## src/hw/cpuoad_pkg.sv

```systemverilog
/*
 * Shared constants and types of the operand addressing decoder: prebyte codes,
 * opcode map holes, addressing modes, decoder states and the decode result.
 * Assumes an 8-bit core with a 16-bit byte address space.
 */
package cpuoad_pkg;

    // ------------------------------------------------------------------
    // codes
    // ------------------------------------------------------------------
    localparam logic [7:0]  Y_REGISTER_PREBYTE       = 8'h90;
    localparam logic [7:0]  Y_INDIRECT_PREBYTE       = 8'h91;
    localparam logic [7:0]  INDIRECT_PREBYTE         = 8'h92;
    localparam logic [7:0]  RELATIVE_SUBROUTINE_CALL = 8'h8D;
    localparam logic [7:0]  ZERO_PAGE                = 8'h00;
    localparam logic [15:0] RESET_PC                 = 16'h0000;

    // legal low nibbles of the inherent opcode groups
    localparam logic [15:0] INH_LEGAL_GRP4 = 16'hF7DD;
    localparam logic [15:0] INH_LEGAL_GRP5 = 16'hF7DD;
    localparam logic [15:0] INH_LEGAL_GRP8 = 16'hFFE3;
    localparam logic [15:0] INH_LEGAL_GRP9 = 16'hFFFF;

    // ------------------------------------------------------------------
    // types
    // ------------------------------------------------------------------
    typedef enum logic [1:0] {
        PRE_NONE = 2'h0,
        PRE_Y    = 2'h1,
        PRE_IND  = 2'h2,
        PRE_YIND = 2'h3
    } cpuoad_pre_t;

    typedef enum logic [4:0] {
        MODE_INH   = 5'h00,
        MODE_IMM   = 5'h01,
        MODE_DIR_S = 5'h02,
        MODE_DIR_L = 5'h03,
        MODE_IDX_0 = 5'h04,
        MODE_IDX_S = 5'h05,
        MODE_IDX_L = 5'h06,
        MODE_IND_S = 5'h07,
        MODE_IND_L = 5'h08,
        MODE_IIX_S = 5'h09,
        MODE_IIX_L = 5'h0A,
        MODE_REL_D = 5'h0B,
        MODE_REL_I = 5'h0C,
        MODE_BIT_D = 5'h0D,
        MODE_BIT_I = 5'h0E,
        MODE_BTR_D = 5'h0F,
        MODE_BTR_I = 5'h10
    } cpuoad_mode_t;

    typedef enum logic [5:0] {
        ST_OP   = 6'h01,
        ST_ARG  = 6'h02,
        ST_PTR  = 6'h04,
        ST_CALC = 6'h08,
        ST_DONE = 6'h10,
        ST_TRAP = 6'h20
    } cpuoad_state_t;

    typedef struct packed {
        cpuoad_mode_t mode;
        logic         use_y;
        logic         combo_bad;
    } cpuoad_sel_t;

    typedef struct packed {
        logic [7:0]   opcode;
        cpuoad_pre_t  prebyte;
        cpuoad_mode_t mode;
        logic         use_y;
        logic         combo_bad;
        logic [2:0]   length;
        logic [7:0]   operand;
        logic [15:0]  eff_addr;
        logic [15:0]  jump_target;
    } cpuoad_dec_t;

endpackage : cpuoad_pkg

```

## src/hw/cpuoad_decoder.sv

```systemverilog
/*
 * Instruction fetch and operand addressing decoder. Fetches prebyte, opcode,
 * address bytes and memory pointers, then presents one decoded instruction.
 * Assumes a same-clock memory port answering each request with a one-cycle
 * ack, and a consumer that reloads the program counter on jumps.
 */
`timescale 1ns/1ps

module cpuoad_decoder
    import cpuoad_pkg::*;
(
    input  wire logic         core_clk_i,
    input  wire logic         reset_i,
    input  wire logic         pc_load_i,
    input  wire logic [15:0]  pc_value_i,
    input  wire logic [7:0]   x_index_i,
    input  wire logic [7:0]   y_index_i,
    output logic              mem_req_o,
    output logic [15:0]       mem_addr_o,
    input  wire logic         mem_ack_i,
    input  wire logic [7:0]   mem_rdata_i,
    output logic              dec_valid_o,
    input  wire logic         dec_ready_i,
    output cpuoad_dec_t       dec_o,
    output logic              illegal_reset_o
);

    // ------------------------------------------------------------------
    // opcode map
    // ------------------------------------------------------------------
    function automatic logic is_prebyte(input logic [7:0] code);
        return (code == Y_REGISTER_PREBYTE) || (code == Y_INDIRECT_PREBYTE)
            || (code == INDIRECT_PREBYTE);
    endfunction : is_prebyte

    function automatic logic op_legal(input logic [7:0] code);
        case (code[7:4])
            4'h4:    return INH_LEGAL_GRP4[code[3:0]];
            4'h5:    return INH_LEGAL_GRP5[code[3:0]];
            4'h8:    return INH_LEGAL_GRP8[code[3:0]];
            4'h9:    return INH_LEGAL_GRP9[code[3:0]];
            default: return 1'b1;
        endcase
    endfunction : op_legal

    function automatic cpuoad_mode_t base_mode(input logic [7:0] code);
        if (code == RELATIVE_SUBROUTINE_CALL) begin
            return MODE_REL_D;
        end
        case (code[7:4])
            4'h0:    return MODE_BTR_D;
            4'h1:    return MODE_BIT_D;
            4'h2:    return MODE_REL_D;
            4'h3:    return MODE_DIR_S;
            4'h6:    return MODE_IDX_S;
            4'h7:    return MODE_IDX_0;
            4'hA:    return MODE_IMM;
            4'hB:    return MODE_DIR_S;
            4'hC:    return MODE_DIR_L;
            4'hD:    return MODE_IDX_L;
            4'hE:    return MODE_IDX_S;
            4'hF:    return MODE_IDX_0;
            default: return MODE_INH;
        endcase
    endfunction : base_mode

    function automatic cpuoad_sel_t apply_prebyte(input logic [7:0]  code,
                                                  input cpuoad_pre_t pre);
        cpuoad_sel_t  sel;
        cpuoad_mode_t m;
        m             = base_mode(code);
        sel.mode      = m;
        sel.use_y     = 1'b0;
        sel.combo_bad = 1'b0;
        case (pre)
            PRE_Y: begin
                if (m inside {MODE_IMM, MODE_DIR_S, MODE_DIR_L, MODE_IDX_0,
                              MODE_IDX_S, MODE_IDX_L, MODE_INH}) begin
                    sel.use_y = 1'b1;
                end else begin
                    sel.combo_bad = 1'b1;
                end
            end
            PRE_IND: begin
                case (m)
                    MODE_DIR_S: sel.mode = MODE_IND_S;
                    MODE_DIR_L: sel.mode = MODE_IND_L;
                    MODE_IDX_S: sel.mode = MODE_IIX_S;
                    MODE_IDX_L: sel.mode = MODE_IIX_L;
                    MODE_REL_D: sel.mode = MODE_REL_I;
                    MODE_BIT_D: sel.mode = MODE_BIT_I;
                    MODE_BTR_D: sel.mode = MODE_BTR_I;
                    default:    sel.combo_bad = 1'b1;
                endcase
            end
            PRE_YIND: begin
                case (m)
                    MODE_IDX_S: sel.mode = MODE_IIX_S;
                    MODE_IDX_L: sel.mode = MODE_IIX_L;
                    default:    sel.combo_bad = 1'b1;
                endcase
                sel.use_y = !sel.combo_bad;
            end
            default: sel.use_y = 1'b0;
        endcase
        return sel;
    endfunction : apply_prebyte

    function automatic logic [1:0] arg_bytes(input cpuoad_mode_t m);
        case (m)
            MODE_INH, MODE_IDX_0:                    return 2'd0;
            MODE_DIR_L, MODE_IDX_L, MODE_BTR_D,
            MODE_BTR_I:                              return 2'd2;
            default:                                 return 2'd1;
        endcase
    endfunction : arg_bytes

    function automatic logic [1:0] ptr_bytes(input cpuoad_mode_t m);
        case (m)
            MODE_IND_L, MODE_IIX_L:                  return 2'd2;
            MODE_IND_S, MODE_IIX_S, MODE_REL_I,
            MODE_BIT_I, MODE_BTR_I:                  return 2'd1;
            default:                                 return 2'd0;
        endcase
    endfunction : ptr_bytes

    // ------------------------------------------------------------------
    // state
    // ------------------------------------------------------------------
    cpuoad_state_t state;
    cpuoad_state_t next_state;
    cpuoad_pre_t   pre;
    cpuoad_sel_t   sel;
    cpuoad_sel_t   op_sel;
    logic [15:0]   pc;
    logic [15:0]   ptr_addr;
    logic [7:0]    opcode;
    logic [7:0]    arg_lo;
    logic [7:0]    arg_hi;
    logic [7:0]    ptr_hi;
    logic [7:0]    ptr_lo;
    logic [1:0]    arg_cnt;
    logic [1:0]    ptr_cnt;
    logic          take;
    logic          bad_code;
    logic          arg_last;
    logic          ptr_last;

    assign take     = mem_req_o && mem_ack_i && !pc_load_i;
    assign op_sel   = apply_prebyte(mem_rdata_i, pre);
    assign bad_code = !op_legal(mem_rdata_i) && !is_prebyte(mem_rdata_i);
    assign arg_last = (arg_cnt + 2'd1) == arg_bytes(sel.mode);
    assign ptr_last = (ptr_cnt + 2'd1) == ptr_bytes(sel.mode);

    assign mem_req_o       = (state == ST_OP) || (state == ST_ARG) || (state == ST_PTR);
    assign mem_addr_o      = (state == ST_PTR) ? ptr_addr : pc;
    assign dec_valid_o     = (state == ST_DONE);
    assign illegal_reset_o = (state == ST_TRAP);

    always_comb begin
        next_state = state;
        case (state)
            ST_OP: begin
                if (take) begin
                    if (bad_code) begin
                        next_state = ST_TRAP;
                    end else if (is_prebyte(mem_rdata_i) && pre == PRE_NONE) begin
                        next_state = ST_OP;
                    end else if (arg_bytes(op_sel.mode) != 2'd0) begin
                        next_state = ST_ARG;
                    end else begin
                        next_state = ST_CALC;
                    end
                end
            end
            ST_ARG: begin
                if (take && arg_last) begin
                    next_state = (ptr_bytes(sel.mode) != 2'd0) ? ST_PTR : ST_CALC;
                end
            end
            ST_PTR: begin
                if (take && ptr_last) begin
                    next_state = ST_CALC;
                end
            end
            ST_CALC: next_state = ST_DONE;
            ST_DONE: begin
                if (dec_ready_i) begin
                    next_state = ST_OP;
                end
            end
            ST_TRAP: next_state = ST_TRAP;
            default: next_state = ST_OP;
        endcase
        if (pc_load_i && state != ST_TRAP) begin
            next_state = ST_OP;
        end
    end

    always_ff @(posedge core_clk_i) begin
        if (reset_i) begin
            state <= ST_OP;
        end else begin
            state <= next_state;
        end
    end

    // ------------------------------------------------------------------
    // fetch
    // ------------------------------------------------------------------
    always_ff @(posedge core_clk_i) begin
        if (reset_i) begin
            pc <= RESET_PC;
        end else if (pc_load_i && state != ST_TRAP) begin
            pc <= pc_value_i;
        end else if (take && state != ST_PTR) begin
            pc <= pc + 16'h0001;
        end
    end

    always_ff @(posedge core_clk_i) begin
        if (reset_i) begin
            pre    <= PRE_NONE;
            opcode <= 8'h00;
            sel    <= '{mode: MODE_INH, use_y: 1'b0, combo_bad: 1'b0};
        end else if (pc_load_i || (state == ST_DONE && dec_ready_i)) begin
            pre <= PRE_NONE;
        end else if (state == ST_OP && take && !bad_code) begin
            if (is_prebyte(mem_rdata_i) && pre == PRE_NONE) begin
                case (mem_rdata_i)
                    Y_REGISTER_PREBYTE: pre <= PRE_Y;
                    INDIRECT_PREBYTE:   pre <= PRE_IND;
                    default:            pre <= PRE_YIND;
                endcase
            end else if (is_prebyte(mem_rdata_i)) begin
                opcode <= mem_rdata_i;
                sel    <= '{mode: MODE_INH, use_y: 1'b0, combo_bad: 1'b1};
            end else begin
                opcode <= mem_rdata_i;
                sel    <= op_sel;
            end
        end
    end

    always_ff @(posedge core_clk_i) begin
        if (reset_i) begin
            arg_cnt <= 2'd0;
            arg_lo  <= 8'h00;
            arg_hi  <= 8'h00;
        end else if (state == ST_OP) begin
            arg_cnt <= 2'd0;
        end else if (state == ST_ARG && take) begin
            arg_cnt <= arg_cnt + 2'd1;
            if (arg_cnt == 2'd0) begin
                arg_lo <= mem_rdata_i;
            end else begin
                arg_hi <= mem_rdata_i;
            end
        end
    end

    always_ff @(posedge core_clk_i) begin
        if (reset_i) begin
            ptr_cnt  <= 2'd0;
            ptr_addr <= 16'h0000;
            ptr_hi   <= 8'h00;
            ptr_lo   <= 8'h00;
        end else if (state == ST_ARG && take && arg_cnt == 2'd0) begin
            ptr_cnt  <= 2'd0;
            ptr_addr <= {ZERO_PAGE, mem_rdata_i};
        end else if (state == ST_PTR && take) begin
            ptr_cnt  <= ptr_cnt + 2'd1;
            ptr_addr <= ptr_addr + 16'h0001;
            if (ptr_bytes(sel.mode) == 2'd2 && ptr_cnt == 2'd0) begin
                ptr_hi <= mem_rdata_i;
            end else begin
                ptr_lo <= mem_rdata_i;
            end
        end
    end

    // ------------------------------------------------------------------
    // effective address
    // ------------------------------------------------------------------
    // first arg byte is the high byte of a word
    logic [15:0] word_arg;
    logic [7:0]  idx;
    logic [7:0]  rel_off;
    logic [8:0]  short_sum;
    logic [15:0] next_addr;

    assign word_arg = {arg_lo, arg_hi};
    assign idx      = sel.use_y ? y_index_i : x_index_i;

    always_comb begin
        short_sum = 9'h000;
        next_addr = 16'h0000;
        rel_off   = 8'h00;
        case (sel.mode)
            MODE_DIR_S, MODE_BIT_D: next_addr = {ZERO_PAGE, arg_lo};
            MODE_BTR_D: begin
                next_addr = {ZERO_PAGE, arg_lo};
                rel_off   = arg_hi;
            end
            MODE_DIR_L: next_addr = word_arg;
            MODE_IDX_0: next_addr = {ZERO_PAGE, idx};
            MODE_IDX_S: begin
                short_sum = {1'b0, idx} + {1'b0, arg_lo};
                next_addr = {7'h00, short_sum};
            end
            MODE_IDX_L: next_addr = word_arg + {ZERO_PAGE, idx};
            MODE_IND_S, MODE_BIT_I: next_addr = {ZERO_PAGE, ptr_lo};
            MODE_BTR_I: begin
                next_addr = {ZERO_PAGE, ptr_lo};
                rel_off   = arg_hi;
            end
            MODE_IND_L: next_addr = {ptr_hi, ptr_lo};
            MODE_IIX_S: begin
                short_sum = {1'b0, idx} + {1'b0, ptr_lo};
                next_addr = {7'h00, short_sum};
            end
            MODE_IIX_L: next_addr = {ptr_hi, ptr_lo} + {ZERO_PAGE, idx};
            MODE_REL_D: rel_off = arg_lo;
            MODE_REL_I: rel_off = ptr_lo;
            default:    next_addr = 16'h0000;
        endcase
    end

    always_ff @(posedge core_clk_i) begin
        if (reset_i) begin
            dec_o <= '0;
        end else if (state == ST_CALC) begin
            dec_o.opcode      <= opcode;
            dec_o.prebyte     <= pre;
            dec_o.mode        <= sel.mode;
            dec_o.use_y       <= sel.use_y;
            dec_o.combo_bad   <= sel.combo_bad;
            dec_o.length      <= {2'b00, pre != PRE_NONE} + 3'd1 + {1'b0, arg_bytes(sel.mode)};
            dec_o.operand     <= (sel.mode == MODE_IMM) ? arg_lo : 8'h00;
            dec_o.eff_addr    <= next_addr;
            dec_o.jump_target <= pc + {{8{rel_off[7]}}, rel_off};
        end
    end
endmodule : cpuoad_decoder

```

## config.mk

```make
export PLATFORM = sky130hd
export DESIGN_NAME = cpuoad_decoder
export DESIGN_NICKNAME = d
export VERILOG_FILES = /design/src/hw/cpuoad_pkg.sv /design/src/hw/cpuoad_decoder.sv
export SDC_FILE = /design/constraint.sdc
export NUM_CORES = 1
export LEC_CHECK = 0
export ABC_AREA = 1
export BUFFER_PORTS_ARGS = -buffer_cell sky130_fd_sc_hd__buf_4
export CORE_ASPECT_RATIO = 2
export CORE_UTILIZATION = 50
export CTS_BUF_LIST = sky130_fd_sc_hd__clkbuf_4
export DETAILED_ROUTE_END_ITERATION = 7
export PLACE_DENSITY = 0.75
export REMOVE_ABC_BUFFERS = 1
export SLEW_MARGIN = 20
export SYNTH_ARGS = -nofsm -noshare
export SYNTH_HDL_FRONTEND = slang
export SYNTH_SLANG_ARGS = --single-unit
```

## constraint.sdc

```tcl
create_clock -name core_clk_i -period 6.9 [get_ports core_clk_i]
set_clock_uncertainty 0.15 [all_clocks]
set_input_delay 0.69 -clock core_clk_i [delete_from_list [all_inputs] [get_ports core_clk_i]]
set_output_delay 0.69 -clock core_clk_i [all_outputs]
set_load 0.02 [all_outputs]
```

==> reports/metrics.cfg, run 1 <==
[critical_path]
startpoint=sel[3]$_SDFFE_PP0P_
reg2reg_from=sel[3]$_SDFFE_PP0P_
r2r_cells=21
worst-endpoint-arrival_ps=4090
startpoint_type=flop
r2r-end=dec_o[22]$_SDFFE_PP0N_
crit_type=flop to flop
cp_max_fo=16
cp-end-kind=flop
required_ps=7240
reg2reg_slack_ps=3150

[global_route]
antenna_found_initial=1
grt_max_degree=78
grt_pass1_wl_um=48600
grt_overflow=0
grt_pass1_vias=9845
gr-usage-all-layers_pct=32.5

[clocking]
cts_sinks=151
cts.clk_slew.worst_paths_ps=140
cts_buffers=17
root_buffer=clkbuf_4
htreeDepth=4
clk-insertion-delay-late_ps=610
ctsLongestPathBuffers=2
hold_buffers=0
postCtsSetupBuffers=0
post_cts_resized=0
cts_tree=done

[synth]
synthXorXnorAreaFrac_pct=1.75
ys_async_sr_fraction_pct=0
synth-main-ff-cell=dfxtp_1
synthMuxAreaShare_pct=0.709
synthTopCellsByArea=dfxtp_1 32%, nand2_1 13%, a21oi_1 7.8%
syn_area_um2=9540
yosys.area.top_type=dfxtp_1
yosys.area_share.simple_pct=27.9
synth-edff-count=0
synth_compound_area_share_pct=22.7
avgSynthCellArea_um2=6.66
synth_cell_types=59
seq_area_frac_synth_pct=31.7
synth_fa_ha_area_share_pct=5.35
netlist.area_leader.share_pct=31.7
ys_warn_count=0
synth_top_family_by_area=simple AND/OR/NAND/NOR gates
ys_seq_elements=151
syn_inst=1432

[finish]
nFillCells=1919
drive_gt1_share_pct=14.5
multiInputGateArea_um2=5560
finalInstanceArea_um2=10800
fin_cells=1793
seqCellArea_um2=3020
fin_nets=1608
syn2layout_area_growth_pct=13.2

[power_and_ir_drop]
p_leak_nw=4.64
power.density_nw_per_um2=160
fin_total_pwr_mw=1.73
ir_worst_vdd_v=0.000136

[hold_path]
min_to=pc[0]$_SDFFE_PP0P_
worstHoldPathType=primary input to flop
worstHoldStart=pc_value_i[0]
whs_path_depth=3

[detailed_routing]
drt-total-wl_um=30800
drc=0
wire_per_inst_um=17.2
vias_per_cell=5.62
dr.first_iter.drc_count=783
ant_nets=0
firstDrtPassIters=6
vias=10100

[place]
post-place-ws_ps=3230
hpwl_um=23700
place.port_buffers=123
dpl_cell_area_um2=10500
placed_cells=1760
gp_congestion=0.975

[timing]
max_freq_ghz=0.267
worstMarginPinSlew_ps=993
finalCritPeriodShare_pct=54.3
setup_tns_ps=0
slew_violations=0
hold_viol=0
slew_headroom_pct=33.5
rsz0062_at_grt=no
setup_violations=0
worst_slack_ps=3150
period_needed_ps=3750

[run]
maxCapViolations=0

[die]
core_area_um2=18700
die_h_um=197
fp.dieW_um=99.7
start_util_pct=50.9
io_pins=124
die_area_um2=19700
rows=71

[status]
status=completed

-- power breakdown --
part / internal (mW) / leakage, nW / total, mW / switching [mW]
logic: 0.0938 / 3.28 / 0.271 / 0.177
registers: 0.892 / 1.22 / 0.922 / 0.0298
clock network: 0.179 / 0.139 / 0.533 / 0.354
total: 1.17 / 4.64 / 1.73 / 0.561
-- final cells by class --
cell class                 instances  area share, %
timing repair buffer             127           8.83
clock inverter                    15           1.19
clock buffer                      17           1.18
inverter                         179           6.27
tap                              255           2.96
multi-input combinational       1048           51.5
sequential                       151           28.0
antenna                            1         0.0232
-- through the flow --
step           util, %  hold slack (ps)
5_1_grt           57.6              157
4_1_cts           57.6              129
6_report          57.6              152
3_5_place_dp      56.2              309
3_3_place_gp      56.2              304
2_1_floorplan        -              282
-- worst max-delay path, cell delays in order (launching register included) --
cell	delay, ps
dfxtp_1	450
inv_1	150
nand2_1	60
nor2_1	130
inv_1	70
nor2_1	750
inv_1	120
o21ai_0	280
inv_1	100
fa_1	440
inv_1	70
nand3_1	110
nand2_1	120
nand2_1	80
nand2_1	80
a21oi_1	80
nor2_1	90
nor2_1	40
nand2_1	70
nand3_1	70
nand2_1	60
a21oi_1	60
-- Yosys cell counts, types with 15 or more instances --
| master | number |
|---|---|
| clkbuf_1 | 31 |
| inv_2 | 15 |
| dfxtp_1 | 151 |
| o21ai_1 | 21 |
| o21ai_0 | 118 |
| nand3_1 | 91 |
| a21oi_1 | 149 |
| nor3_1 | 24 |
| nand4_1 | 24 |
| nor2_1 | 91 |
| nand2_1 | 332 |
| xor2_1 | 15 |
| ha_1 | 36 |
| o211ai_1 | 15 |
| inv_1 | 160 |
-- logic make-up (layout without fill, tap and decap cells) --
logic type / Yosys count / after routing
other: 0 / 1
flip-flops: 151 / 151
multiplexers: 6 / 6
AND/OR/NAND/NOR: 601 / 601
XOR/XNOR: 19 / 19
AO/OA/AOI/OAI: 383 / 383
buffers and inverters: 233 / 338
adder cells (fa/ha/maj): 39 / 39
-- how the worst max path moves through the flow --
| stage | cells past startpoint | slack (ps) | endpoint |
|---|---|---|---|
| 2_1_floorplan | 6 | 3320 | dec_o[3]$_SDFFE_PP0N_ |
| 3_3_place_gp | 21 | 3310 | dec_o[30]$_SDFFE_PP0N_ |
| 3_5_place_dp | 21 | 3230 | dec_o[30]$_SDFFE_PP0N_ |
| 4_1_cts | 21 | 3190 | dec_o[30]$_SDFFE_PP0N_ |
| 5_1_grt | 22 | 2790 | dec_o[22]$_SDFFE_PP0N_ |
| 6_report | 21 | 3150 | dec_o[22]$_SDFFE_PP0N_ |
-- per-layer routing --
| layer | track usage [%] | wire length, um |
|---|---|---|
| met1 | 28.8 | 10500 |
| met2 | 61.9 | 16400 |
| met3 | 7.22 | 1490 |
| met4 | 24.9 | 2360 |
| met5 | 0 | 0 |
-- cell usage in the layout, fill, tap and decap left out, types with 21 or more instances in the layout --
master / instances
a21oi_1: 149
o21ai_0: 118
inv_1: 160
o21ai_1: 21
nand3_1: 91
nand2_1: 332
ha_1: 36
buf_4: 127
dfxtp_1: 151
nand4_1: 24
nor3_1: 24
nor2_1: 91
-- registers in the layout (all words and copies together) (netlist names) --
name and flops:
pre 2, ptr_hi 8, ptr_cnt 2, arg_hi 8, arg_cnt 2, ptr_addr 16
ptr_lo 8, dec_o 60, sel 7, state 6, opcode 8, arg_lo 8
pc 16
Power figures use the tool's default switching activity.
==> run 2: changes to the inputs <==
--- a/config.mk
+++ b/config.mk
@@ -5,13 +5,13 @@
 export SDC_FILE = /design/constraint.sdc
 export NUM_CORES = 1
 export LEC_CHECK = 0
-export ABC_AREA = 1
+export ABC_AREA = 0
 export BUFFER_PORTS_ARGS = -buffer_cell sky130_fd_sc_hd__buf_4
 export CORE_ASPECT_RATIO = 2
 export CORE_UTILIZATION = 50
 export CTS_BUF_LIST = sky130_fd_sc_hd__clkbuf_4
 export DETAILED_ROUTE_END_ITERATION = 7
-export PLACE_DENSITY = 0.75
+export PLACE_DENSITY = 0.77
 export REMOVE_ABC_BUFFERS = 1
 export SLEW_MARGIN = 20
 export SYNTH_ARGS = -nofsm -noshare
==> constraint.sdc (replaced) <==
create_clock -name core_clk_i -period 3.4 [get_ports core_clk_i]
set_clock_uncertainty 0.15 [all_clocks]
set_input_delay 0.34 -clock core_clk_i [delete_from_list [all_inputs] [get_ports core_clk_i]]
set_output_delay 0.34 -clock core_clk_i [all_outputs]
set_load 0.02 [all_outputs]
==> reports/metrics.cfg, run 2 <==
[status]
status=finished with violations
violations=setup timing

[place]
dpl_cell_area_um2=11400  ; +7.8%
gp_congestion=0.986  ; +1.2%
hpwl_um=23900  ; +0.66%
place.port_buffers=123  ; unchanged

[die]
core_area_um2=18800  ; +0.47%
start_util_pct=51.1  ; +0.23 points
rows=71  ; unchanged
fp.dieW_um=100  ; +0.45%
io_pins=124  ; unchanged
die_h_um=198  ; +0.45%
die_area_um2=19800  ; +0.90%

[power_and_ir_drop]
p_leak_nw=4.99  ; +7.5%
seq_power_share_pct=51.0  ; -2.4 points
p_sw_mw=1.04  ; +85%
clock_power_share_pct=34.0  ; +3.1 points
p_int_mw=2.56  ; +120%
power.density_nw_per_um2=293  ; +83%
comb_power_share_pct=15.0  ; -0.7 points
ir_worst_vdd_v=0.000189  ; +38%
switching_share_pct=28.9  ; -3.6 points

[detailed_routing]
wire_per_inst_um=19.2  ; +12%
ant_nets=0  ; unchanged
drt-total-wl_um=32300  ; +4.6%
firstDrtPassIters=6  ; unchanged
vias_per_cell=6.05  ; +7.6%
vias=10200  ; +0.91%
dr.first_iter.drc_count=685  ; -13%
drc=0  ; unchanged

[critical_path]
startpoint=sel[5]$_SDFFE_PP0P_
reg2reg_from=sel[5]$_SDFFE_PP0P_
r2r_cells=14  ; -33%
r2r-end=dec_o[10]$_SDFFE_PP0N_
endpoint=dec_o[10]$_SDFFE_PP0N_
cp-end-kind=flop
worst-endpoint-arrival_ps=3800  ; -290 ps
cp_max_fo=7  ; -9
crit_type=flop to flop
reg2reg_slack_ps=-20  ; -3170 ps
startpoint_type=flop
required_ps=3780  ; -3460 ps

[timing]
setup_tns_ps=-19.8  ; -19.8 ps
worst_slack_ps=-19.8  ; -3170 ps
setup_violations=1  ; +1
hold_ws_ps=56.1  ; -96.3 ps
slew_violations=0  ; unchanged
finalCritPeriodShare_pct=101  ; +46 points
period_needed_ps=3420  ; -327 ps
rsz0062_at_grt=yes
slew_headroom_pct=55.1  ; +22 points
hold_viol=0  ; unchanged
worstMarginPinSlew_ps=668  ; -325 ps
max_freq_ghz=0.292  ; +9.6%

[clocking]
root_buffer=clkbuf_4
cts_tree=done
clk-insertion-delay-late_ps=620  ; about the same
ctsLongestPathBuffers=2  ; unchanged
cts.clk_slew.worst_paths_ps=120  ; -20 ps
htreeDepth=4  ; unchanged
cts_buffers=17  ; unchanged
cts_sinks=151  ; unchanged

[global_route]
grt_max_degree=69  ; -12%
grt_pass1_wl_um=50200  ; +3.2%
grt_overflow=0  ; unchanged
grt_pass1_vias=9922  ; +0.78%
gr-usage-all-layers_pct=32.9  ; +0.39 points
antenna_found_initial=1  ; unchanged

[synth]
synthTopCellsByArea=dfxtp_1 31%, nand2_1 7.1%, ha_1 4.7%
synth_most_common_cell=nand2_1
syn_area_um2=9620  ; +0.92%
synth_cell_types=86  ; +46%
ys_async_sr_fraction_pct=0  ; unchanged
synth-edff-count=0  ; unchanged
avgSynthCellArea_um2=7.96  ; +20%
yosys.area.top_type=dfxtp_1
seq_area_frac_synth_pct=31.4  ; -0.29 points
ys_warn_count=0  ; unchanged
netlist.area_leader.share_pct=31.4  ; -0.29 points
synth_common_cells=181 x nand2_1, 151 x dfxtp_1, 117 x nor2_1
syn_inst=1209  ; -16%
ys_seq_elements=151  ; unchanged
synth-main-ff-cell=dfxtp_1

[finish]
layout_commonest_cell=buf_4
fin_nets=1496  ; -7.0%
finalInstanceArea_um2=12300  ; +14%
regMostFlops=dec_o
syn2layout_area_growth_pct=27.5
drive_gt1_share_pct=25.7  ; +11 points
top_regs=dec_o: 60 flops, pc: 16 flops, ptr_addr: 16 flops
most-common-layout-cells=236 x buf_4, 179 x nand2_1, 146 x dfxtp_1
largest_reg_flops=60  ; unchanged

[hold_path]
whs_path_depth=2  ; -1
worstHoldPathType=primary input to flop

[run]
maxCapViolations=0  ; unchanged

run 2: cell types whose count changed in the layout (fill, tap and decap cells not counted), moves of 16 or more:
cell / before / now
a211oi_1: 3 / 23
buf_4: 127 / 236
inv_1: 160 / 33
nand2_1: 332 / 179
a21oi_1: 149 / 74
nand3_1: 91 / 27
mux2_2: 6 / 26
o21ai_0: 118 / 33
inv_2: 17 / 1
nor2_1: 91 / 115
a222oi_1: 0 / 16
mux2i_1: 0 / 44
dlygate4sd3_1: 0 / 28
run 2: cells by family after synthesis:
family	Yosys count	share of synthesized area, %
and+or+nand+nor	477	24.0
AOI/OAI and AO/OA	302	22.0
DFF	151	31.4
buffers and inverters	121	5.19
muxes	70	7.62
xor gates and xnor gates	49	4.46
adders and majority gates	39	5.30
run 2: power groups by stage:
stage / Combinational (mW) / Sequential [mW] / Clock [mW]
2_1_floorplan: 0.248 / 1.87 / 0
5_1_grt: 0.579 / 1.84 / 1.32
3_5_place_dp: 0.489 / 1.87 / 0
4_1_cts: 0.519 / 1.84 / 1.26
3_3_place_gp: 0.485 / 1.87 / 0
6_report: 0.540 / 1.84 / 1.22
run 2: metrics by stage:
stage,setup slack [ps],util [%],instances,power [mW]
2_1_floorplan,-511,-,1122,2.12
3_3_place_gp,-77.9,60.3,1611,2.36
3_5_place_dp,-89.6,60.3,1611,2.36
4_1_cts,-48.0,63.7,1673,3.61
5_1_grt,-176,65.1,1681,3.73
6_report,-19.8,65.1,1681,3.60
run 2: worst min-delay path by stage:
| stage | startpoint | end | slack [ps] |
|---|---|---|---|
| finish | reset_i | dec_o[4]$_SDFFE_PP0N_ | 60 |
| global route | reset_i | dec_o[51]$_SDFFE_PP0N_ | 60 |
| CTS | reset_i | dec_o[4]$_SDFFE_PP0N_ | 4 |
| detailed placement | dec_o[27]$_SDFFE_PP0N_ | dec_o[27]$_SDFFE_PP0N_ | 300 |
| global placement | dec_o[27]$_SDFFE_PP0N_ | dec_o[27]$_SDFFE_PP0N_ | 290 |
| floorplan | reset_i | arg_lo[0]$_SDFFE_PP0P_ | 260 |
run 2: final cells by class:
type | count | area (um2)
fillers | 1622 | 6570
multi-input cells | 937 | 6320
flip-flops and latches | 151 | 3040
repair buffers | 271 | 2150
well taps | 255 | 319
clock inverters | 14 | 175
clock buffers | 18 | 135
inverters | 34 | 128
diodes | 1 | 2.50
run 2: what timing repair did:
action | CTS | global route
hold buffers | 28 | 0
pin swaps | 3 | 24
endpoints found under the setup margin | 13 | 18
gates resized for setup | 10 | 58
setup buffers | 2 | 7
hold endpoints to repair | 62 | 0
run 2: critical path, stage by stage, from the launching register on:
cell and delay [ps]:
dfxtp_4 390, nor2b_4 130, a32o_2 290, buf_6 140
a222oi_1 320, inv_1 140, ha_4 270, buf_6 120
nor2b_4 120, o31a_1 280, o41ai_2 340, buf_4 180
nor2_2 40, or3_1 330, a31oi_1 120
run 2: metal layers:
layer  global-route usage [%]  part of all wire (%)
met5                        0                     0
met1                     32.3                    35
met2                     59.8                    52
met4                     26.0                   7.8
met3                     5.54                   5.0
